### config.mk
export PLATFORM = sky130hd
export DESIGN_NAME = alu_branch_exec
export DESIGN_NICKNAME = d
export VERILOG_FILES = /design/src/pkg/exec_pkg.sv /design/src/alu_branch_exec.sv
export SDC_FILE = /design/constraint.sdc
export NUM_CORES = 1
export LEC_CHECK = 0
export ABC_AREA = 1
export BUFFER_PORTS_ARGS = -buffer_cell sky130_fd_sc_hd__buf_2
export CORE_ASPECT_RATIO = 1.5
export CORE_UTILIZATION = 54
export CTS_BUF_LIST = sky130_fd_sc_hd__clkbuf_4 sky130_fd_sc_hd__clkbuf_8
export DETAILED_ROUTE_END_ITERATION = 10
export PLACE_DENSITY = 0.8
export SLEW_MARGIN = 30
export SYNTH_ARGS = -nofsm -noshare
export SYNTH_HDL_FRONTEND = slang
export SYNTH_SLANG_ARGS = --single-unit
### constraint.sdc
create_clock -name ref_clk -period 5.8 [get_ports ref_clk]
set_clock_uncertainty 0.1 [all_clocks]
set_input_delay 1.16 -clock ref_clk [delete_from_list [all_inputs] [get_ports ref_clk]]
set_output_delay 1.16 -clock ref_clk [all_outputs]
set_load 0.01 [all_outputs]
### src/pkg/exec_pkg.sv
// shared types and constants for the arithmetic, multiply and branch execution unit
package exec_pkg;

	// widths and bit positions
	localparam int PC_W = 22;
	localparam int SIGN_BIT = 7;
	localparam int HALF_BIT = 3;
	localparam int WORD_SIGN = 15;

	// cycle counts per operation class
	localparam logic [2:0] CYC_SINGLE = 3'h1;
	localparam logic [2:0] CYC_WORD = 3'h2;
	localparam logic [2:0] CYC_MUL = 3'h2;
	localparam logic [2:0] CYC_PTR_JUMP = 3'h2;
	localparam logic [2:0] CYC_PTR_CALL = 3'h4;
	localparam logic [2:0] CYC_EXT_CALL = 3'h5;
	localparam logic [2:0] CYC_DIRECT_CALL = 3'h5;
	localparam logic [2:0] CYC_SKIP_ONE = 3'h2;
	localparam logic [2:0] CYC_SKIP_TWO = 3'h3;

	// program counter advances in words
	localparam logic [21:0] ADV_NEXT = 22'h000001;
	localparam logic [21:0] ADV_SKIP_ONE = 22'h000002;
	localparam logic [21:0] ADV_SKIP_TWO = 22'h000003;
	localparam logic [21:0] ADV_CALL_WORDS = 22'h000002;

	// constants and flag masks, bit order i t h s v n z c
	localparam logic [7:0] BYTE_ONES = 8'hff;
	localparam logic [7:0] MASK_ADD_SUB = 8'h2f;
	localparam logic [7:0] MASK_WORD = 8'h1f;
	localparam logic [7:0] MASK_LOGIC = 8'h0e;
	localparam logic [7:0] MASK_MUL = 8'h03;
	localparam logic [7:0] MASK_NONE = 8'h00;

	typedef enum logic [5:0] {
		add_reg_op, add_carry_reg_op, word_add_immediate_op, subtract_reg_op,
		subtract_carry_reg_op, subtract_const_op, subtract_carry_const_op,
		word_subtract_immediate_op, and_reg_op, and_const_op, or_reg_op, or_const_op,
		xor_reg_op, bit_set_mask_op, bit_clear_mask_op, zero_minus_test_op,
		unsigned_multiply_op, signed_multiply_op, mixed_multiply_op,
		fraction_unsigned_multiply_op, fraction_signed_multiply_op,
		fraction_mixed_multiply_op, pointer_jump_op, extended_pointer_jump_op,
		pointer_call_op, extended_pointer_call_op, direct_call_op, equal_skip_op,
		immediate_compare_op, reg_bit_clear_skip_op, reg_bit_set_skip_op,
		io_bit_clear_skip_op, io_bit_set_skip_op
	} op_type;

	typedef enum logic {st_idle, st_busy} state_type;

	typedef struct packed {
		logic i, t, h, s, v, n, z, c;
	} flags_type;

	typedef struct packed {
		op_type op;
		logic [7:0] rd_val;
		logic [7:0] rdh_val;
		logic [7:0] rr_val;
		logic [7:0] imm;
		logic [7:0] io_val;
		logic carry_in;
		logic [15:0] z_ptr;
		logic [7:0] jump_extension_register;
		logic [21:0] abs_addr;
		logic [21:0] pc;
		logic [2:0] bit_sel;
		logic next_two_word;
	} request_type;

	typedef struct packed {
		logic [7:0] rd_res;
		logic [7:0] rdh_res;
		logic [15:0] product_register_pair;
		flags_type flags;
		logic [7:0] flag_mask;
		logic rd_wr;
		logic pair_wr;
		logic prod_wr;
		logic push_ret;
		logic [21:0] pc_next;
		logic [21:0] ret_addr;
	} result_type;

endpackage : exec_pkg

### src/alu_branch_exec.sv
// execution unit for arithmetic, logic, multiply, indirect jump/call and skip operations
`timescale 1ns/1ps

module alu_branch_exec (
	input wire logic ref_clk,
	input wire logic sys_rst,
	input wire logic issue,
	input wire exec_pkg::request_type req,
	output logic ready,
	output logic done,
	output exec_pkg::result_type res
);

	////////////////////////////////////////////////////////////////////////////////
	// operation classification

	function automatic logic uses_imm(input exec_pkg::op_type op);
		return op inside {exec_pkg::subtract_const_op, exec_pkg::subtract_carry_const_op,
			exec_pkg::and_const_op, exec_pkg::or_const_op, exec_pkg::bit_set_mask_op,
			exec_pkg::bit_clear_mask_op, exec_pkg::immediate_compare_op};
	endfunction : uses_imm

	function automatic logic uses_carry(input exec_pkg::op_type op);
		return op inside {exec_pkg::add_carry_reg_op, exec_pkg::subtract_carry_reg_op,
			exec_pkg::subtract_carry_const_op};
	endfunction : uses_carry

	function automatic logic is_skip(input exec_pkg::op_type op);
		return op inside {exec_pkg::equal_skip_op, exec_pkg::reg_bit_clear_skip_op,
			exec_pkg::reg_bit_set_skip_op, exec_pkg::io_bit_clear_skip_op,
			exec_pkg::io_bit_set_skip_op};
	endfunction : is_skip

	function automatic logic is_frac(input exec_pkg::op_type op);
		return op inside {exec_pkg::fraction_unsigned_multiply_op,
			exec_pkg::fraction_signed_multiply_op, exec_pkg::fraction_mixed_multiply_op};
	endfunction : is_frac

	function automatic logic is_mul(input exec_pkg::op_type op);
		return is_frac(op) || op inside {exec_pkg::unsigned_multiply_op,
			exec_pkg::signed_multiply_op, exec_pkg::mixed_multiply_op};
	endfunction : is_mul

	////////////////////////////////////////////////////////////////////////////////
	// operand selection and byte arithmetic

	exec_pkg::op_type op;
	wire logic [7:0] opa = req.rd_val;
	wire logic [7:0] opb = uses_imm(op) ? req.imm : req.rr_val;
	wire logic cin = uses_carry(op) & req.carry_in;
	wire logic [8:0] add9 = {1'b0, opa} + {1'b0, opb} + {8'h00, cin};
	wire logic [8:0] sub9 = {1'b0, opa} - {1'b0, opb} - {8'h00, cin};
	wire logic [7:0] add_r = add9[7:0];
	wire logic [7:0] sub_r = sub9[7:0];
	assign op = req.op;

	// carry out of bit 3 and signed overflow, add and subtract forms
	wire logic add_h = (opa[exec_pkg::HALF_BIT] & opb[exec_pkg::HALF_BIT])
		| (opb[exec_pkg::HALF_BIT] & ~add_r[exec_pkg::HALF_BIT])
		| (~add_r[exec_pkg::HALF_BIT] & opa[exec_pkg::HALF_BIT]);
	wire logic add_v = (opa[exec_pkg::SIGN_BIT] & opb[exec_pkg::SIGN_BIT]
		& ~add_r[exec_pkg::SIGN_BIT]) | (~opa[exec_pkg::SIGN_BIT]
		& ~opb[exec_pkg::SIGN_BIT] & add_r[exec_pkg::SIGN_BIT]);
	wire logic sub_h = (~opa[exec_pkg::HALF_BIT] & opb[exec_pkg::HALF_BIT])
		| (opb[exec_pkg::HALF_BIT] & sub_r[exec_pkg::HALF_BIT])
		| (sub_r[exec_pkg::HALF_BIT] & ~opa[exec_pkg::HALF_BIT]);
	wire logic sub_v = (opa[exec_pkg::SIGN_BIT] & ~opb[exec_pkg::SIGN_BIT]
		& ~sub_r[exec_pkg::SIGN_BIT]) | (~opa[exec_pkg::SIGN_BIT]
		& opb[exec_pkg::SIGN_BIT] & sub_r[exec_pkg::SIGN_BIT]);

	// logic results; the clear mask is inverted against all ones
	wire logic [7:0] and_r = opa & opb;
	wire logic [7:0] or_r = opa | opb;
	wire logic [7:0] xor_r = opa ^ req.rr_val;
	wire logic [7:0] clr_r = opa & (exec_pkg::BYTE_ONES - req.imm);
	wire logic [7:0] tst_r = opa & opa;
	wire logic [7:0] lres = (op inside {exec_pkg::and_reg_op, exec_pkg::and_const_op}) ? and_r
		: (op == exec_pkg::xor_reg_op) ? xor_r
		: (op == exec_pkg::bit_clear_mask_op) ? clr_r
		: (op == exec_pkg::zero_minus_test_op) ? tst_r : or_r;

	////////////////////////////////////////////////////////////////////////////////
	// word arithmetic on the high:low pair, constant limited to six bits

	wire logic [15:0] pair = {req.rdh_val, req.rd_val};
	wire logic [15:0] kword = {10'h000, req.imm[5:0]};
	wire logic [15:0] wadd = pair + kword;
	wire logic [15:0] wsub = pair - kword;
	wire logic hi_sign = req.rdh_val[exec_pkg::SIGN_BIT];
	wire logic wadd_v = ~hi_sign & wadd[exec_pkg::WORD_SIGN];
	wire logic wadd_c = hi_sign & ~wadd[exec_pkg::WORD_SIGN];
	wire logic wsub_v = hi_sign & ~wsub[exec_pkg::WORD_SIGN];
	wire logic wsub_c = ~hi_sign & wsub[exec_pkg::WORD_SIGN];
	wire logic [15:0] wres = (op == exec_pkg::word_add_immediate_op) ? wadd : wsub;
	wire logic wres_v = (op == exec_pkg::word_add_immediate_op) ? wadd_v : wsub_v;

	////////////////////////////////////////////////////////////////////////////////
	// multiplier: one shared 9x9 signed array serves all six forms

	wire logic sgn_a = op inside {exec_pkg::signed_multiply_op, exec_pkg::mixed_multiply_op,
		exec_pkg::fraction_signed_multiply_op, exec_pkg::fraction_mixed_multiply_op};
	wire logic sgn_b = op inside {exec_pkg::signed_multiply_op,
		exec_pkg::fraction_signed_multiply_op};
	wire logic signed [8:0] ext_a = {sgn_a & req.rd_val[exec_pkg::SIGN_BIT], req.rd_val};
	wire logic signed [8:0] ext_b = {sgn_b & req.rr_val[exec_pkg::SIGN_BIT], req.rr_val};
	wire logic signed [17:0] prod18 = ext_a * ext_b;
	wire logic [15:0] prod_raw = prod18[15:0];
	wire logic [15:0] prod_fin = is_frac(op) ? {prod_raw[14:0], 1'b0} : prod_raw;

	////////////////////////////////////////////////////////////////////////////////
	// skip decision and program counter targets

	wire logic reg_bit = req.rr_val[req.bit_sel];
	wire logic io_bit = req.io_val[req.bit_sel];
	wire logic skip_take = (op == exec_pkg::equal_skip_op && req.rd_val == req.rr_val)
		|| (op == exec_pkg::reg_bit_clear_skip_op && !reg_bit)
		|| (op == exec_pkg::reg_bit_set_skip_op && reg_bit)
		|| (op == exec_pkg::io_bit_clear_skip_op && !io_bit)
		|| (op == exec_pkg::io_bit_set_skip_op && io_bit);
	wire logic [21:0] pc_seq = req.pc + exec_pkg::ADV_NEXT;
	wire logic [21:0] pc_skip = req.pc + (req.next_two_word ? exec_pkg::ADV_SKIP_TWO
		: exec_pkg::ADV_SKIP_ONE);
	wire logic [21:0] z_target = {6'h00, req.z_ptr};
	wire logic [23:0] ext_full = {req.jump_extension_register, req.z_ptr};
	wire logic [21:0] ext_target = ext_full[21:0];

	// cycles spent by each operation, skips depend on what is skipped
	function automatic logic [2:0] op_cycles(input exec_pkg::op_type o, input logic take,
		input logic two);
		if (is_skip(o) && take)
			return two ? exec_pkg::CYC_SKIP_TWO : exec_pkg::CYC_SKIP_ONE;
		else if (o inside {exec_pkg::word_add_immediate_op, exec_pkg::word_subtract_immediate_op})
			return exec_pkg::CYC_WORD;
		else if (is_mul(o))
			return exec_pkg::CYC_MUL;
		else if (o inside {exec_pkg::pointer_jump_op, exec_pkg::extended_pointer_jump_op})
			return exec_pkg::CYC_PTR_JUMP;
		else if (o == exec_pkg::pointer_call_op)
			return exec_pkg::CYC_PTR_CALL;
		else if (o == exec_pkg::extended_pointer_call_op)
			return exec_pkg::CYC_EXT_CALL;
		else if (o == exec_pkg::direct_call_op)
			return exec_pkg::CYC_DIRECT_CALL;
		return exec_pkg::CYC_SINGLE;
	endfunction : op_cycles

	wire logic [2:0] cycles = op_cycles(op, skip_take, req.next_two_word);

	////////////////////////////////////////////////////////////////////////////////
	// result assembly; flags outside the mask are left to the status keeper

	exec_pkg::result_type res_nxt;
	always_comb begin
		res_nxt = '0;
		res_nxt.pc_next = pc_seq;
		unique case (op)
			exec_pkg::add_reg_op, exec_pkg::add_carry_reg_op: begin
				res_nxt.rd_res = add_r;
				res_nxt.rd_wr = 1'b1;
				res_nxt.flag_mask = exec_pkg::MASK_ADD_SUB;
				res_nxt.flags.h = add_h;
				res_nxt.flags.v = add_v;
				res_nxt.flags.n = add_r[exec_pkg::SIGN_BIT];
				res_nxt.flags.z = (add_r == 8'h00);
				res_nxt.flags.c = add9[8];
			end
			exec_pkg::subtract_reg_op, exec_pkg::subtract_carry_reg_op,
			exec_pkg::subtract_const_op, exec_pkg::subtract_carry_const_op,
			exec_pkg::immediate_compare_op: begin
				res_nxt.rd_res = sub_r;
				res_nxt.rd_wr = (op != exec_pkg::immediate_compare_op);
				res_nxt.flag_mask = exec_pkg::MASK_ADD_SUB;
				res_nxt.flags.h = sub_h;
				res_nxt.flags.v = sub_v;
				res_nxt.flags.n = sub_r[exec_pkg::SIGN_BIT];
				res_nxt.flags.z = (sub_r == 8'h00);
				res_nxt.flags.c = sub9[8];
			end
			exec_pkg::word_add_immediate_op, exec_pkg::word_subtract_immediate_op: begin
				{res_nxt.rdh_res, res_nxt.rd_res} = wres;
				res_nxt.pair_wr = 1'b1;
				res_nxt.flag_mask = exec_pkg::MASK_WORD;
				res_nxt.flags.v = wres_v;
				res_nxt.flags.n = wres[exec_pkg::WORD_SIGN];
				res_nxt.flags.s = wres[exec_pkg::WORD_SIGN] ^ wres_v;
				res_nxt.flags.z = (wres == 16'h0000);
				res_nxt.flags.c = (op == exec_pkg::word_add_immediate_op) ? wadd_c : wsub_c;
			end
			exec_pkg::and_reg_op, exec_pkg::and_const_op, exec_pkg::or_reg_op,
			exec_pkg::or_const_op, exec_pkg::xor_reg_op, exec_pkg::bit_set_mask_op,
			exec_pkg::bit_clear_mask_op, exec_pkg::zero_minus_test_op: begin
				res_nxt.rd_res = lres;
				res_nxt.rd_wr = 1'b1;
				res_nxt.flag_mask = exec_pkg::MASK_LOGIC;
				res_nxt.flags.n = lres[exec_pkg::SIGN_BIT];
				res_nxt.flags.z = (lres == 8'h00);
			end
			exec_pkg::unsigned_multiply_op, exec_pkg::signed_multiply_op,
			exec_pkg::mixed_multiply_op, exec_pkg::fraction_unsigned_multiply_op,
			exec_pkg::fraction_signed_multiply_op, exec_pkg::fraction_mixed_multiply_op: begin
				res_nxt.product_register_pair = prod_fin;
				res_nxt.prod_wr = 1'b1;
				res_nxt.flag_mask = exec_pkg::MASK_MUL;
				res_nxt.flags.z = (prod_fin == 16'h0000);
				res_nxt.flags.c = prod_raw[exec_pkg::WORD_SIGN]; // taken before the shift
			end
			exec_pkg::pointer_jump_op: res_nxt.pc_next = z_target;
			exec_pkg::extended_pointer_jump_op: res_nxt.pc_next = ext_target;
			exec_pkg::pointer_call_op, exec_pkg::extended_pointer_call_op: begin
				res_nxt.pc_next = (op == exec_pkg::pointer_call_op) ? z_target
					: ext_target;
				res_nxt.push_ret = 1'b1;
				res_nxt.ret_addr = pc_seq;
			end
			exec_pkg::direct_call_op: begin
				res_nxt.pc_next = req.abs_addr;
				res_nxt.push_ret = 1'b1;
				res_nxt.ret_addr = req.pc + exec_pkg::ADV_CALL_WORDS; // two-word opcode
			end
			exec_pkg::equal_skip_op, exec_pkg::reg_bit_clear_skip_op,
			exec_pkg::reg_bit_set_skip_op, exec_pkg::io_bit_clear_skip_op,
			exec_pkg::io_bit_set_skip_op: begin
				res_nxt.pc_next = skip_take ? pc_skip : pc_seq;
			end
			default: res_nxt.pc_next = pc_seq; // illegal code: plain advance, no writes
		endcase
	end

	////////////////////////////////////////////////////////////////////////////////
	// sequencing: results are captured at issue, done marks the last cycle

	exec_pkg::state_type state_r, state_nxt;
	logic [2:0] cnt_r, cnt_nxt;
	logic done_nxt;
	wire logic accept = issue && ready;
	assign ready = (state_r == exec_pkg::st_idle);

	// counter holds the cycles still to run after the current one
	always_comb begin
		state_nxt = state_r;
		cnt_nxt = cnt_r;
		done_nxt = 1'b0;
		unique case (state_r)
			exec_pkg::st_idle: begin
				if (accept && cycles == exec_pkg::CYC_SINGLE) begin
					done_nxt = 1'b1;
				end else if (accept) begin
					state_nxt = exec_pkg::st_busy;
					cnt_nxt = cycles - 3'h1;
				end
			end
			exec_pkg::st_busy: begin
				cnt_nxt = cnt_r - 3'h1;
				if (cnt_r == 3'h1) begin
					state_nxt = exec_pkg::st_idle;
					done_nxt = 1'b1;
				end
			end
		endcase
	end

	// state and handshake
	always_ff @(posedge ref_clk) begin
		if (sys_rst) begin
			state_r <= exec_pkg::st_idle;
			cnt_r <= 3'h0;
			done <= 1'b0;
		end else begin
			state_r <= state_nxt;
			cnt_r <= cnt_nxt;
			done <= done_nxt;
		end
	end

	// result hold, stable until the next accepted issue
	always_ff @(posedge ref_clk) begin
		if (sys_rst)
			res <= '0;
		else if (accept)
			res <= res_nxt;
	end

	////////////////////////////////////////////////////////////////////////////////
	// checks

	wire logic acc_single = accept && cycles == exec_pkg::CYC_SINGLE;
endmodule : alu_branch_exec

==> flow_metrics.py <==
metrics = {
    "grt": {
        "grt_pass1_vias": 13710,
        "grt_overflow_total": 0,
        "grt_max_degree": 59,
        "grt_first_pass_wirelength_mm": 68.82,
        "grt_antenna_before_repair": 0,
        "grtUsageTotal_pct": 37.02,
    },
    "floorplan": {
        "io_pins": 220,
        "core_area_mm2": 0.02255,
        "start_util_pct": 55.60,
        "rows": 67,
        "die_w_um": 126.4,
        "die_h_um": 188.6,
        "die-area_mm2": 0.02385,
    },
    "sta": {
        "setup_violations": 2,
        "fin_crit_sh_pct": 100.7,
        "worst_pin_slew_ns": 0.8019,
        "setup_tns_ns": -0.04425,
        "period_needed_ns": 5.843,
        "worst_slack_ns": -0.04318,
        "slew_headroom_pct": 45.16,
        "rsz0062_at_grt": "true",
        "holdWs_ns": 0.3670,
        "finalHoldViolCount": 0,
        "maxSlewViolCount": 0,
        "max_clock_freq_ghz": 0.1711,
    },
    "layout": {
        "multi_input_area_mm2": 0.009326,
        "diodes": 0,
        "fin_util_pct": 67.13,
        "regArea_mm2": 0.001922,
        "synthToLayoutAreaGrowth_pct": 20.73,
        "drive_gt1_share_pct": 20.10,
        "nNetsFinal": 2559,
        "fill_cells": 2106,
    },
    "route": {
        "drc": 0,
        "met3WireLength_mm": 2.779,
        "vias": 14190,
        "dr.pass1.iters": 5,
        "wl_met2_mm": 22.81,
        "wl_met1_mm": 15.94,
        "dr.max_layer_used": "met4",
        "postRouteAntennaNets": 0,
        "viasPerCell": 5.565,
        "drtIter0Drc": 905,
        "wl_per_cell_um": 17.49,
        "drt-total-wl_mm": 44.59,
    },
    "place": {
        "dpl.hpwl_mm": 36.11,
        "gp_congestion": 1.018,
        "place.port_buffers": 213,
        "dp_slack_ns": -0.6998,
    },
    "clock_network": {
        "cts_tree": "done",
        "htreeDepth": 3,
        "holdBufCountCts": 0,
        "clk_latency_ns": 0.40,
        "clk_path_buf_depth": 2,
        "clk_pin_slew_worst_paths_ns": 0.10,
        "root_buffer": "clkbuf_8",
        "cts_made_buffers": 9,
        "cts.sinks": 96,
    },
    "worst_setup_path": {
        "start_kind": "input port",
        "crit_fanout": 5,
        "cp.required_ns": 6.02,
        "worstSetupPathType": "in2reg",
        "critPathCaptureType": "register",
        "crit_arrival_ns": 6.07,
    },
    "synth": {
        "syn_inst": 2010,
        "yosysTopAreaCell": "nand2_1",
        "synth.top_cell.area_share_pct": 15.90,
        "synth_area_per_cell_um2": 6.238,
        "post-synth-top-count-cell": "nand2_1",
        "yosysWarnings": 0,
        "ys_seq_area_share_pct": 15.33,
        "synth-async-reset-ratio_pct": 0,
        "ys_top_cells_by_count": "531 x nand2_1, 355 x inv_1, 173 x nor2_1",
        "synth_area_leaders": "nand2_1 16%, dfxtp_1 15%, fa_1 11%",
        "synth_ff_type": "dfxtp_1",
        "synth.distinct_cells": 56,
        "ys_seq_elements": 96,
        "syn_area_mm2": 0.01254,
        "synth_edf_count": 0,
    },
    "outcome": {
        "violations": "negative setup slack",
        "status": "finished, violations left",
    },
    "worst_hold_path": {
        "hold_path_class": "reg2reg",
    },
    "power": {
        "p_leak_nw": 8.196,
        "power.density_mw_per_mm2": 225.8,
        "total_power_w": 0.003417,
        "peakVddDrop_v": 0.0002175,
    },
    "job": {
        "drv_cap": 0,
    },
}
-- cells by family (layout without fill, tap and decap cells) --
logic type                 Yosys count  in the layout  share of synthesized area [%]
AOI/OAI and AO/OA                  317            317                          15.00
muxes                                1              1                        0.07984
xor gates and xnor gates            56             56                          3.912
adders and majority gates          168            168                          20.96
DFF                                 96             96                          15.33
and+or+nand+nor                    922            922                          30.77
buffers and inverters              449            710                          13.93
other                                1              4                        0.02991
-- metrics by stage --
step	instance area, µm²	cells
5_1_grt	15140	2550
3_3_place_gp	14540	2525
2_1_floorplan	12710	2013
3_5_place_dp	14540	2525
4_1_cts	14830	2544
6_report	15140	2550
-- registers in the layout (all words and copies together), names as in the netlist --
name	count
res	91
cnt_r	3
state_r	1
done	1
-- critical path, cell delays in order --
cell	delay, ns
buf_2	0.14
nor2_4	0.12
inv_4	0.06
nor2_4	0.21
nand2_8	0.10
nor2_4	0.15
inv_2	0.05
fa_1	0.55
inv_2	0.04
fa_1	0.45
fa_1	0.52
inv_1	0.06
fa_1	0.52
inv_1	0.05
ha_1	0.34
ha_4	0.30
inv_1	0.05
nor3_2	0.21
nand3_1	0.10
nand4_1	0.13
nor2_1	0.07
inv_1	0.11
a31oi_4	0.10
nor2_2	0.16
nand2_4	0.10
nand3_2	0.07
nand2_1	0.05
a21oi_1	0.12
-- layout make-up --
class                      instances  area share, %
clock buffer                       9         0.8183
clock inverter                     7         0.4960
inverter                         370          9.291
multi-input combinational       1468          61.61
sequential                        96          12.70
tap                              276          2.281
timing repair buffer             324          12.80
-- cell usage in the layout, fill, tap and decap left out, drive strengths merged, types with 3 or more instances in the layout --
cell type,n
a22oi,9
fa,70
or2,9
clkbuf,9
nand3b,5
nor2,180
nand3,138
a32o,6
o21ai,112
ha,98
buf,324
o211ai,23
nand2,537
a31oi,26
xor2,49
a221oi,7
o221ai,12
inv,372
o21a,3
dfxtp,96
and2,3
nor4,5
nand4,28
conb,4
a2bb2oi,3
nor3,15
o22ai,9
clkinv,4
a21oi,91
xnor2,7
-- where the power goes --
| group | switching, W | internal [W] |
|---|---|---|
| Clock | 0.000275 | 0.000171 |
| Combinational | 0.00126 | 0.000983 |
| Sequential | 0.0000261 | 0.000706 |
| Total | 0.00156 | 0.00186 |
-- routing by layer --
metal / vias up / GRT usage, %
met5: - / 0
met4: 0 / 27.06
met3: 157 / 4.543
met2: 637 / 67.53
met1: 6506 / 38.78
li1: 6890 / -
-- final timing paths --
path | from | to | slack [ns] | cells after the start
setup reg to reg | state_r$_SDFF_PP0_ | res[60]$_SDFFE_PP0P_ | 3.54 | 8
hold / removal | res[45]$_SDFFE_PP0P_ | res[45]$_SDFFE_PP0P_ | 0.37 | 2
setup / recovery | req[118] | res[57]$_SDFFE_PP0P_ | -0.04 | 28
hold reg to reg | res[45]$_SDFFE_PP0P_ | res[45]$_SDFFE_PP0P_ | 0.37 | 2
-- timing repair --
action,in CTS,in global routing
gates cloned,0,0
setup buffers,3,6
gates resized for setup,16,73
pin swaps,9,42
hold endpoints to repair,0,0
setup endpoints to repair,4,6
(Power assumes the default switching activity.)
